<file path="config.mk">
export PLATFORM = sky130hd
export DESIGN_NAME = gfcs_switch
export DESIGN_NICKNAME = d
export VERILOG_FILES = /design/src/hw/gfcs_pkg.sv /design/src/hw/gfcs_switch.sv
export SDC_FILE = /design/constraint.sdc
export NUM_CORES = 1
export LEC_CHECK = 0
export BUFFER_PORTS_ARGS = -buffer_cell sky130_fd_sc_hd__buf_4
export CAP_MARGIN = 10
export CORE_MARGIN = 2
export CORE_UTILIZATION = 65
export DETAILED_ROUTE_END_ITERATION = 6
export PLACE_DENSITY_LB_ADDON = 0.15
export SLEW_MARGIN = 20
export SYNTH_ARGS = -nofsm -noshare
export SYNTH_HDL_FRONTEND = slang
export SYNTH_SLANG_ARGS = --single-unit
</file>
<file path="constraint.sdc">
create_clock -name clk -period 3 [get_ports clk]
set_input_delay 0.3 -clock clk [delete_from_list [all_inputs] [get_ports clk]]
set_output_delay 0.3 -clock clk [all_outputs]
set_load 0.05 [all_outputs]
</file>
<file path="src/hw/gfcs_pkg.sv">
package gfcs_pkg;

  // ----------------------------------------------------------------
  // Timing
  // ----------------------------------------------------------------
  localparam int unsigned CLK_PERIOD_NS   = 4;
  localparam int unsigned POR_HOLD_NS     = 1000;
  localparam int unsigned POR_HOLD_CYCLES = (POR_HOLD_NS + CLK_PERIOD_NS - 1) / CLK_PERIOD_NS;
  localparam int unsigned DRAIN_LIMIT     = 64;
  localparam int unsigned CNT_W           = 16;

  // ----------------------------------------------------------------
  // Synchroniser lanes
  // ----------------------------------------------------------------
  localparam int unsigned SYNC_W     = 7;
  localparam int unsigned LN_S0_TRUE = 0;
  localparam int unsigned LN_S0_COMP = 1;
  localparam int unsigned LN_S1_TRUE = 2;
  localparam int unsigned LN_S1_COMP = 3;
  localparam int unsigned LN_SELECT  = 4;
  localparam int unsigned LN_DIRECT  = 5;
  localparam int unsigned LN_PORNODE = 6;

  // ----------------------------------------------------------------
  // Reset values
  // ----------------------------------------------------------------
  localparam logic [SYNC_W-1:0] SYNC_RESET = 7'h00;
  localparam logic              SEL_PULLUP = 1'b1;

  // ----------------------------------------------------------------
  // Switch states, Gray coded along the switchover path
  // ----------------------------------------------------------------
  typedef enum logic [1:0] {
    GFCS_RUN       = 2'b00,
    GFCS_DRAIN     = 2'b01,
    GFCS_WAIT_LOW  = 2'b11,
    GFCS_WAIT_HIGH = 2'b10
  } gfcs_state_t;

endpackage

</file>
<file path="src/hw/gfcs_switch.sv">
`timescale 1ns/1ns
module gfcs_switch #(
  parameter int unsigned POR_HOLD    = gfcs_pkg::POR_HOLD_CYCLES,
  parameter int unsigned DRAIN_CYCLES = gfcs_pkg::DRAIN_LIMIT
) (
  input  wire logic clk,                  // 250 MHz sampling clock
  input  wire logic resetn,               // Async reset, active low
  input  wire logic clock_source_zero,    // Source zero, true
  input  wire logic clock_source_zero_n,  // Source zero, complement
  input  wire logic clock_source_one,     // Source one, true
  input  wire logic clock_source_one_n,   // Source one, complement
  input  wire logic select_in,            // Select level
  input  wire logic select_driven,        // Select pin is driven
  input  wire logic por_timing_node,      // High once timing cap charged
  input  wire logic por_node_direct,      // Timing node tied to supply
  output logic      clock_out,            // Output clock, true
  output logic      clock_out_n,          // Output clock, complement
  output logic      runt_suppression      // Suppression active
);

  // ----------------------------------------------------------------
  // Elaboration checks
  // ----------------------------------------------------------------
  if (POR_HOLD < 1 || POR_HOLD > 65535) begin : g_chk_por
    $error("POR_HOLD out of range");
  end
  if (DRAIN_CYCLES < 1 || DRAIN_CYCLES > 65535) begin : g_chk_drain
    $error("DRAIN_CYCLES out of range");
  end

  localparam logic [gfcs_pkg::CNT_W-1:0] POR_LAST   = POR_HOLD[gfcs_pkg::CNT_W-1:0];
  localparam logic [gfcs_pkg::CNT_W-1:0] DRAIN_LAST = DRAIN_CYCLES[gfcs_pkg::CNT_W-1:0];

  // Fail-safe: a pair with equal legs carries no valid swing
  function automatic logic pair_valid(input logic t, input logic c);
    pair_valid = t ^ c;
  endfunction

  // ----------------------------------------------------------------
  // Input synchronisers
  // ----------------------------------------------------------------
  logic [gfcs_pkg::SYNC_W-1:0] sync1_q;
  logic [gfcs_pkg::SYNC_W-1:0] sync2_q;
  logic                        sel_raw;

  assign sel_raw = select_driven ? select_in : gfcs_pkg::SEL_PULLUP;

  always_ff @(posedge clk or negedge resetn) begin
    if (!resetn) begin
      sync1_q <= gfcs_pkg::SYNC_RESET;
      sync2_q <= gfcs_pkg::SYNC_RESET;
    end else begin
      sync1_q <= {por_timing_node, por_node_direct, sel_raw, clock_source_one_n,
                  clock_source_one, clock_source_zero_n, clock_source_zero};
      sync2_q <= sync1_q;
    end
  end

  logic sel_s;
  assign sel_s = sync2_q[gfcs_pkg::LN_SELECT];

  // ----------------------------------------------------------------
  // Fail-safe source levels
  // ----------------------------------------------------------------
  logic [1:0] lvl_q;
  logic [1:0] lvl_prev_q;

  // Dead pair keeps its last level, so nothing downstream can chatter
  always_ff @(posedge clk or negedge resetn) begin
    if (!resetn) begin
      lvl_q <= 2'h0;
    end else begin
      if (pair_valid(sync2_q[gfcs_pkg::LN_S0_TRUE], sync2_q[gfcs_pkg::LN_S0_COMP])) begin
        lvl_q[0] <= sync2_q[gfcs_pkg::LN_S0_TRUE];
      end
      if (pair_valid(sync2_q[gfcs_pkg::LN_S1_TRUE], sync2_q[gfcs_pkg::LN_S1_COMP])) begin
        lvl_q[1] <= sync2_q[gfcs_pkg::LN_S1_TRUE];
      end
    end
  end

  // Previous levels let the switch wait for a real falling edge
  always_ff @(posedge clk or negedge resetn) begin
    if (!resetn) begin
      lvl_prev_q <= 2'h0;
    end else begin
      lvl_prev_q <= lvl_q;
    end
  end

  // ----------------------------------------------------------------
  // Power-on hold and bypass strap
  // ----------------------------------------------------------------
  logic                       por_done_q;
  logic [gfcs_pkg::CNT_W-1:0] por_cnt_q;
  logic                       bypass_q;

  // Strap is caught after release, never loaded by the reset itself
  always_ff @(posedge clk or negedge resetn) begin
    if (!resetn) begin
      bypass_q <= 1'b0;
    end else begin
      bypass_q <= sync2_q[gfcs_pkg::LN_DIRECT];
    end
  end

  always_ff @(posedge clk or negedge resetn) begin
    if (!resetn) begin
      por_cnt_q  <= 16'h0000;
      por_done_q <= 1'b0;
    end else if (!por_done_q && sync2_q[gfcs_pkg::LN_PORNODE]) begin
      if (por_cnt_q == POR_LAST - 16'h0001) begin
        por_done_q <= 1'b1;
      end
      por_cnt_q <= por_cnt_q + 16'h0001;
    end
  end

  // ----------------------------------------------------------------
  // Switchover state machine
  // ----------------------------------------------------------------
  gfcs_pkg::gfcs_state_t      st_q;
  logic                       cur_q;
  logic [gfcs_pkg::CNT_W-1:0] drain_cnt_q;
  logic                       drain_timeout;

  // A source stuck high would freeze the drain; the timeout gives it up
  assign drain_timeout = (drain_cnt_q == DRAIN_LAST - 16'h0001);

  always_ff @(posedge clk or negedge resetn) begin
    if (!resetn) begin
      st_q        <= gfcs_pkg::GFCS_RUN;
      cur_q       <= 1'b1;
      drain_cnt_q <= 16'h0000;
    end else if (!por_done_q || bypass_q) begin
      st_q        <= gfcs_pkg::GFCS_RUN;
      cur_q       <= sel_s;
      drain_cnt_q <= 16'h0000;
    end else begin
      case (st_q)
        gfcs_pkg::GFCS_RUN: begin
          drain_cnt_q <= 16'h0000;
          if (sel_s != cur_q) begin
            st_q <= gfcs_pkg::GFCS_DRAIN;
          end
        end
        gfcs_pkg::GFCS_DRAIN: begin
          drain_cnt_q <= drain_cnt_q + 16'h0001;
          if (!lvl_q[cur_q] || drain_timeout) begin
            st_q  <= gfcs_pkg::GFCS_WAIT_LOW;
            cur_q <= sel_s;
          end
        end
        gfcs_pkg::GFCS_WAIT_LOW: begin
          cur_q <= sel_s;
          // A level alone would let a runt low through; wait for a fresh fall
          if (!lvl_q[cur_q] && lvl_prev_q[cur_q] && sel_s == cur_q) begin
            st_q <= gfcs_pkg::GFCS_WAIT_HIGH;
          end
        end
        gfcs_pkg::GFCS_WAIT_HIGH: begin
          // A dead new source keeps the output low until it recovers
          if (sel_s != cur_q) begin
            cur_q <= sel_s;
            st_q  <= gfcs_pkg::GFCS_WAIT_LOW;
          end else if (lvl_q[cur_q]) begin
            st_q <= gfcs_pkg::GFCS_RUN;
          end
        end
        default: begin
          st_q <= gfcs_pkg::GFCS_RUN;
        end
      endcase
    end
  end

  // ----------------------------------------------------------------
  // Output register
  // ----------------------------------------------------------------
  logic out_q;

  always_ff @(posedge clk or negedge resetn) begin
    if (!resetn) begin
      out_q <= 1'b0;
    end else if (bypass_q) begin
      out_q <= lvl_q[sel_s];
    end else if (!por_done_q) begin
      out_q <= 1'b0;
    end else begin
      case (st_q)
        gfcs_pkg::GFCS_RUN: begin
          if (sel_s != cur_q) begin
            out_q <= out_q & lvl_q[cur_q];
          end else begin
            out_q <= lvl_q[cur_q];
          end
        end
        gfcs_pkg::GFCS_DRAIN: begin
          out_q <= out_q & lvl_q[cur_q] & ~drain_timeout;
        end
        gfcs_pkg::GFCS_WAIT_LOW: begin
          out_q <= 1'b0;
        end
        gfcs_pkg::GFCS_WAIT_HIGH: begin
          out_q <= lvl_q[cur_q] & (sel_s == cur_q);
        end
        default: begin
          out_q <= 1'b0;
        end
      endcase
    end
  end

  // ----------------------------------------------------------------
  // Output pins
  // ----------------------------------------------------------------
  // Complement is a plain inverter, so the pair can never agree
  assign clock_out        = out_q;
  assign clock_out_n      = ~out_q;
  assign runt_suppression = ~bypass_q;

endmodule

</file>
==> results.md <==
- The run finished with clean final reports.
- The leakage power total is 0.00127 µW.
- Input and output buffers added on the ports amount to 12.
- The cell type with the highest occurrence count on the critical path is o21ai_0.
- Across the run, the number of max-cap violations was 0.
- The commonest cells after synthesis are dfrtp_1, nand2_1, nor2_1.
- The number of buffers on the longest clock path is 2.
- For this run the aggregate overflow at the end of global routing stands at 0.
- The clock tree from TritonCTS is done.
- Once layout is complete, the cells apart from fillers number 299.
- The insertion delay to the later sink of the worst-skew pair is 0.32 ns.
- Along the worst path, the maximum fanout reaches 19.
- After clock tree synthesis, the clock-pin slew on the worst setup and hold paths is 0.09 ns.
- In the routed design, unresolved DRC markers number 0.
- After Yosys synthesis, and, or, nand and nor cells account for 22.5% of the synthesized area.
- Buffers inserted during clock tree synthesis total 5.
- The post-synthesis area per instance is 10.8 µm².
- For this run, the leading register cell type out of synthesis is dfrtp_1.
- The largest family of logic cells by synthesized area is simple AND/OR/NAND/NOR gates.
- Yosys attributes the largest share of cell area to dfrtp_1, xnor2_1, nand2_1.
- Of the synthesized area, sequential elements account for 54.2%.
- For this block, the routed nets add up to 4.68 mm of wire.
- The number of nets in the synthesized netlist is 252.
- The first detailed-routing pass ran for 5 iterations.
- In this run, post-CTS hold repair placed 0 buffers.
- The category of the worst setup path launch point is a flip-flop.
- Compared with the post-synthesis result, the final layout area differs by 7.84%.
- The largest total area in the synthesized netlist belongs to dfrtp_1.
- The net count of the finished layout is 263.
- The count of nets left with antenna violations once routing finished came out at 0.
- Summing over every cut layer, the via total after detailed routing is 1834.
- In this run, synthesis inferred 0 flip-flops with an integrated enable.
- The total track usage is 24.4%.
- The adder and majority cell fraction of the synthesized area is 1.84%.
- The repair_antennas step left the layout with diodes totalling 0.
- The number of antenna violations at the first check in global routing was 0.
- The xor/xnor cell area share of the yosys netlist is 5.08%.
- Dividing the detail-routed wire length by the instance count gives 15.7 µm.
- The area of the die is 4500 µm².
- The layout has 294 filler cells.
- Across all hold checks on the routed design, the worst slack comes to 0.00964 ns.
- At the worst endpoint, the arrival time is 1.85 ns.
- The critical path is of the flip-flop to flip-flop type.
- The floorplan die width is 67.1 µm.
- The type of the most critical hold path is input port to asynchronous set/reset pin.
- Detailed placement ended at an HPWL of 3.26 mm.
- The first global-routing pass estimated 8.05 mm of wire.
- The share of the synthesized area in the top cell type is 53.2%.
- The final setup TNS is 0 ns.
- The number of synthesis warnings is 0.
- Synthesis inferred 56 register bits.
- The ratio of cells with drive above 1 in the final layout is 12.7%.
- The buffer type at the clock tree root is clkbuf_8.
- The maximum clock frequency is 619 MHz.
- The kind of end point of the critical path is a flip-flop.
- The slowest stage of the critical path belongs to the cell dfrtp_1.
- The signal on the critical path passes through nand4bb_1 -> a31oi_1 -> o21ai_0 -> o21ai_0.
- The starting density of the core is 69.1%.
- The pin count of the biggest net entering global routing is 57.
- The kind of cell with the highest combined delay along the critical path is flip-flops.
- Setup repair after global routing left no endpoint under its margin.
- The core occupancy in the finished layout is 74.5%.
- The synthesized netlist devotes 10.4% of its cell area to compound gates.
- Counting every sink on the clock net gives 56.
- Row generation in the floorplan step produced 22 rows.
- At the placement stage, the worst setup path has a slack of 1.40 ns.
- The number of distinct library cells after synthesis is 51.
- The final number of max-transition violations is 0.
- The top-level port count is 13.
- The maximum level of the CTS H-tree is 2.
- Once the clock tree was built, the resizer swapped 0 gates to a different size.
- The final count of negative-setup-slack endpoints is 0.
- Data on the critical path is required at its endpoint by 3.24 ns.
- Once the clock tree was built, the setup fixing pass inserted 0 buffers.
- The slew at the pin with the worst max-slew slack is 0.667 ns.
- The floorplan die height is 67.1 µm.
- The number of hold violations in the final report is 0.
- The total power density per cell area is 520 nW/µm².
- The core region area is 3740 µm².
- The number of placed instances, taps included, is 291.
- The portion of netlist area occupied by mux cells is 3.29%.
- In this run the tightest slew margin relative to its limit is 55.5%.
- The via count of the first global-routing pass is 1776.
- After synthesis, the share of flip-flops with an asynchronous set or reset is 100%.
- The delay contributed by the slowest stage of the critical path is 0.58 ns.
- The synthesized netlist cell count is 239.
- The most instantiated library cell after synthesis is dfrtp_1.
- The least setup slack across all paths after layout is 1.38 ns.
- The count of buffer and inverter cells on the critical path is 0.
- The peak ir drop on the vdd network is 0.458 mV.
- After synthesis the cells add up to 2590 µm².
- For the final database, setup skew stands at 0.00767 ns.
- The detailed-route vias per instance is 6.13.
- Routability-driven placement finished with a final weighted congestion of 0.822.
- The starting DRC count in detailed routing is 207.
- The period utilization is 53.9%.
- The clock period could shrink to 1.62 ns.
[cell type report]
type | instances | area (µm²) | share of cell area, %
clock buffer | 5 | 68.8 | 2.47
tap | 48 | 60.1 | 2.15
clock inverter | 3 | 22.5 | 0.808
timing repair buffer | 12 | 90.1 | 3.23
multi-input combinational | 167 | 1110 | 40.0
sequential | 56 | 1400 | 50.3
inverter | 8 | 30.0 | 1.08
[power by group]
group	total, µW	internal (µW)	switching (µW)
combinational	151	73.8	76.7
clock	412	168	245
sequential	889	814	75.0
total	1450	1050	396
[registers in the layout, indices dropped and copies added, names as in the netlist, 2 cells and up]
| name | count |
|---|---|
| drain_cnt_q | 16 |
| por_cnt_q | 16 |
| sync1_q | 7 |
| sync2_q | 7 |
| lvl_prev_q | 2 |
| lvl_q | 2 |
| st_q | 2 |
[through the flow]
step	area [µm²]	power (µW)
after floorplan	2590	990
after CTS	2790	1470
after detailed placement	2700	1060
after global placement	2700	1040
after global routing	2790	1530
final	2790	1450
[placed cells by master, fill, tap and decap left out, types with 3 or more instances in the layout]
| cell | n |
|---|---|
| and3_1 | 11 |
| o32ai_1 | 3 |
| nand3_1 | 8 |
| a22oi_1 | 3 |
| a31oi_1 | 7 |
| nand4_1 | 9 |
| xor2_1 | 4 |
| nand2b_1 | 3 |
| o21ai_0 | 7 |
| buf_4 | 12 |
| a21oi_1 | 7 |
| nand2_1 | 25 |
| nor3_1 | 3 |
| xnor2_1 | 11 |
| mux2i_1 | 4 |
| mux2_2 | 4 |
| clkbuf_8 | 5 |
| nor2_1 | 17 |
| dfrtp_1 | 55 |
| ha_1 | 3 |
| inv_1 | 8 |
| and4_1 | 4 |
[cells by family (layout without fill, tap and decap cells)]
logic type,Yosys count,in the layout
buffers and inverters,16,28
AND/OR/NAND/NOR,100,100
adder cells (fa/ha/maj),4,4
multiplexers,8,8
AO/OA/AOI/OAI,40,40
flip-flops,56,56
XOR/XNOR,15,15
[layer usage]
layer | vias to the layer above | routed length (µm) | track usage [%]
met5 | - | 0 | 0
li1 | 877 | - | -
met2 | 41 | 2200 | 37.1
met3 | 7 | 180 | 5.24
met4 | 0 | 76 | 9.44
met1 | 909 | 2230 | 34.3
[worst paths after layout]
| kind | from | end | slack, ns | depth (start not counted) |
|---|---|---|---|---|
| setup / recovery | st_q[1] | drain_cnt_q[10] | 1.38 | 4 |
| hold / removal | resetn | sync2_q[0] | 0.01 | 1 |
| setup reg to reg | st_q[1] | drain_cnt_q[10] | 1.38 | 4 |
| hold reg to reg | sync2_q[5] | bypass_q | 0.36 | 0 |
| max in group asynchronous | resetn | drain_cnt_q[10] | 2.54 | 1 |
| min in group clk | por_node_direct | sync1_q[5] | 0.08 | 1 |
(Power assumes the default switching activity.)
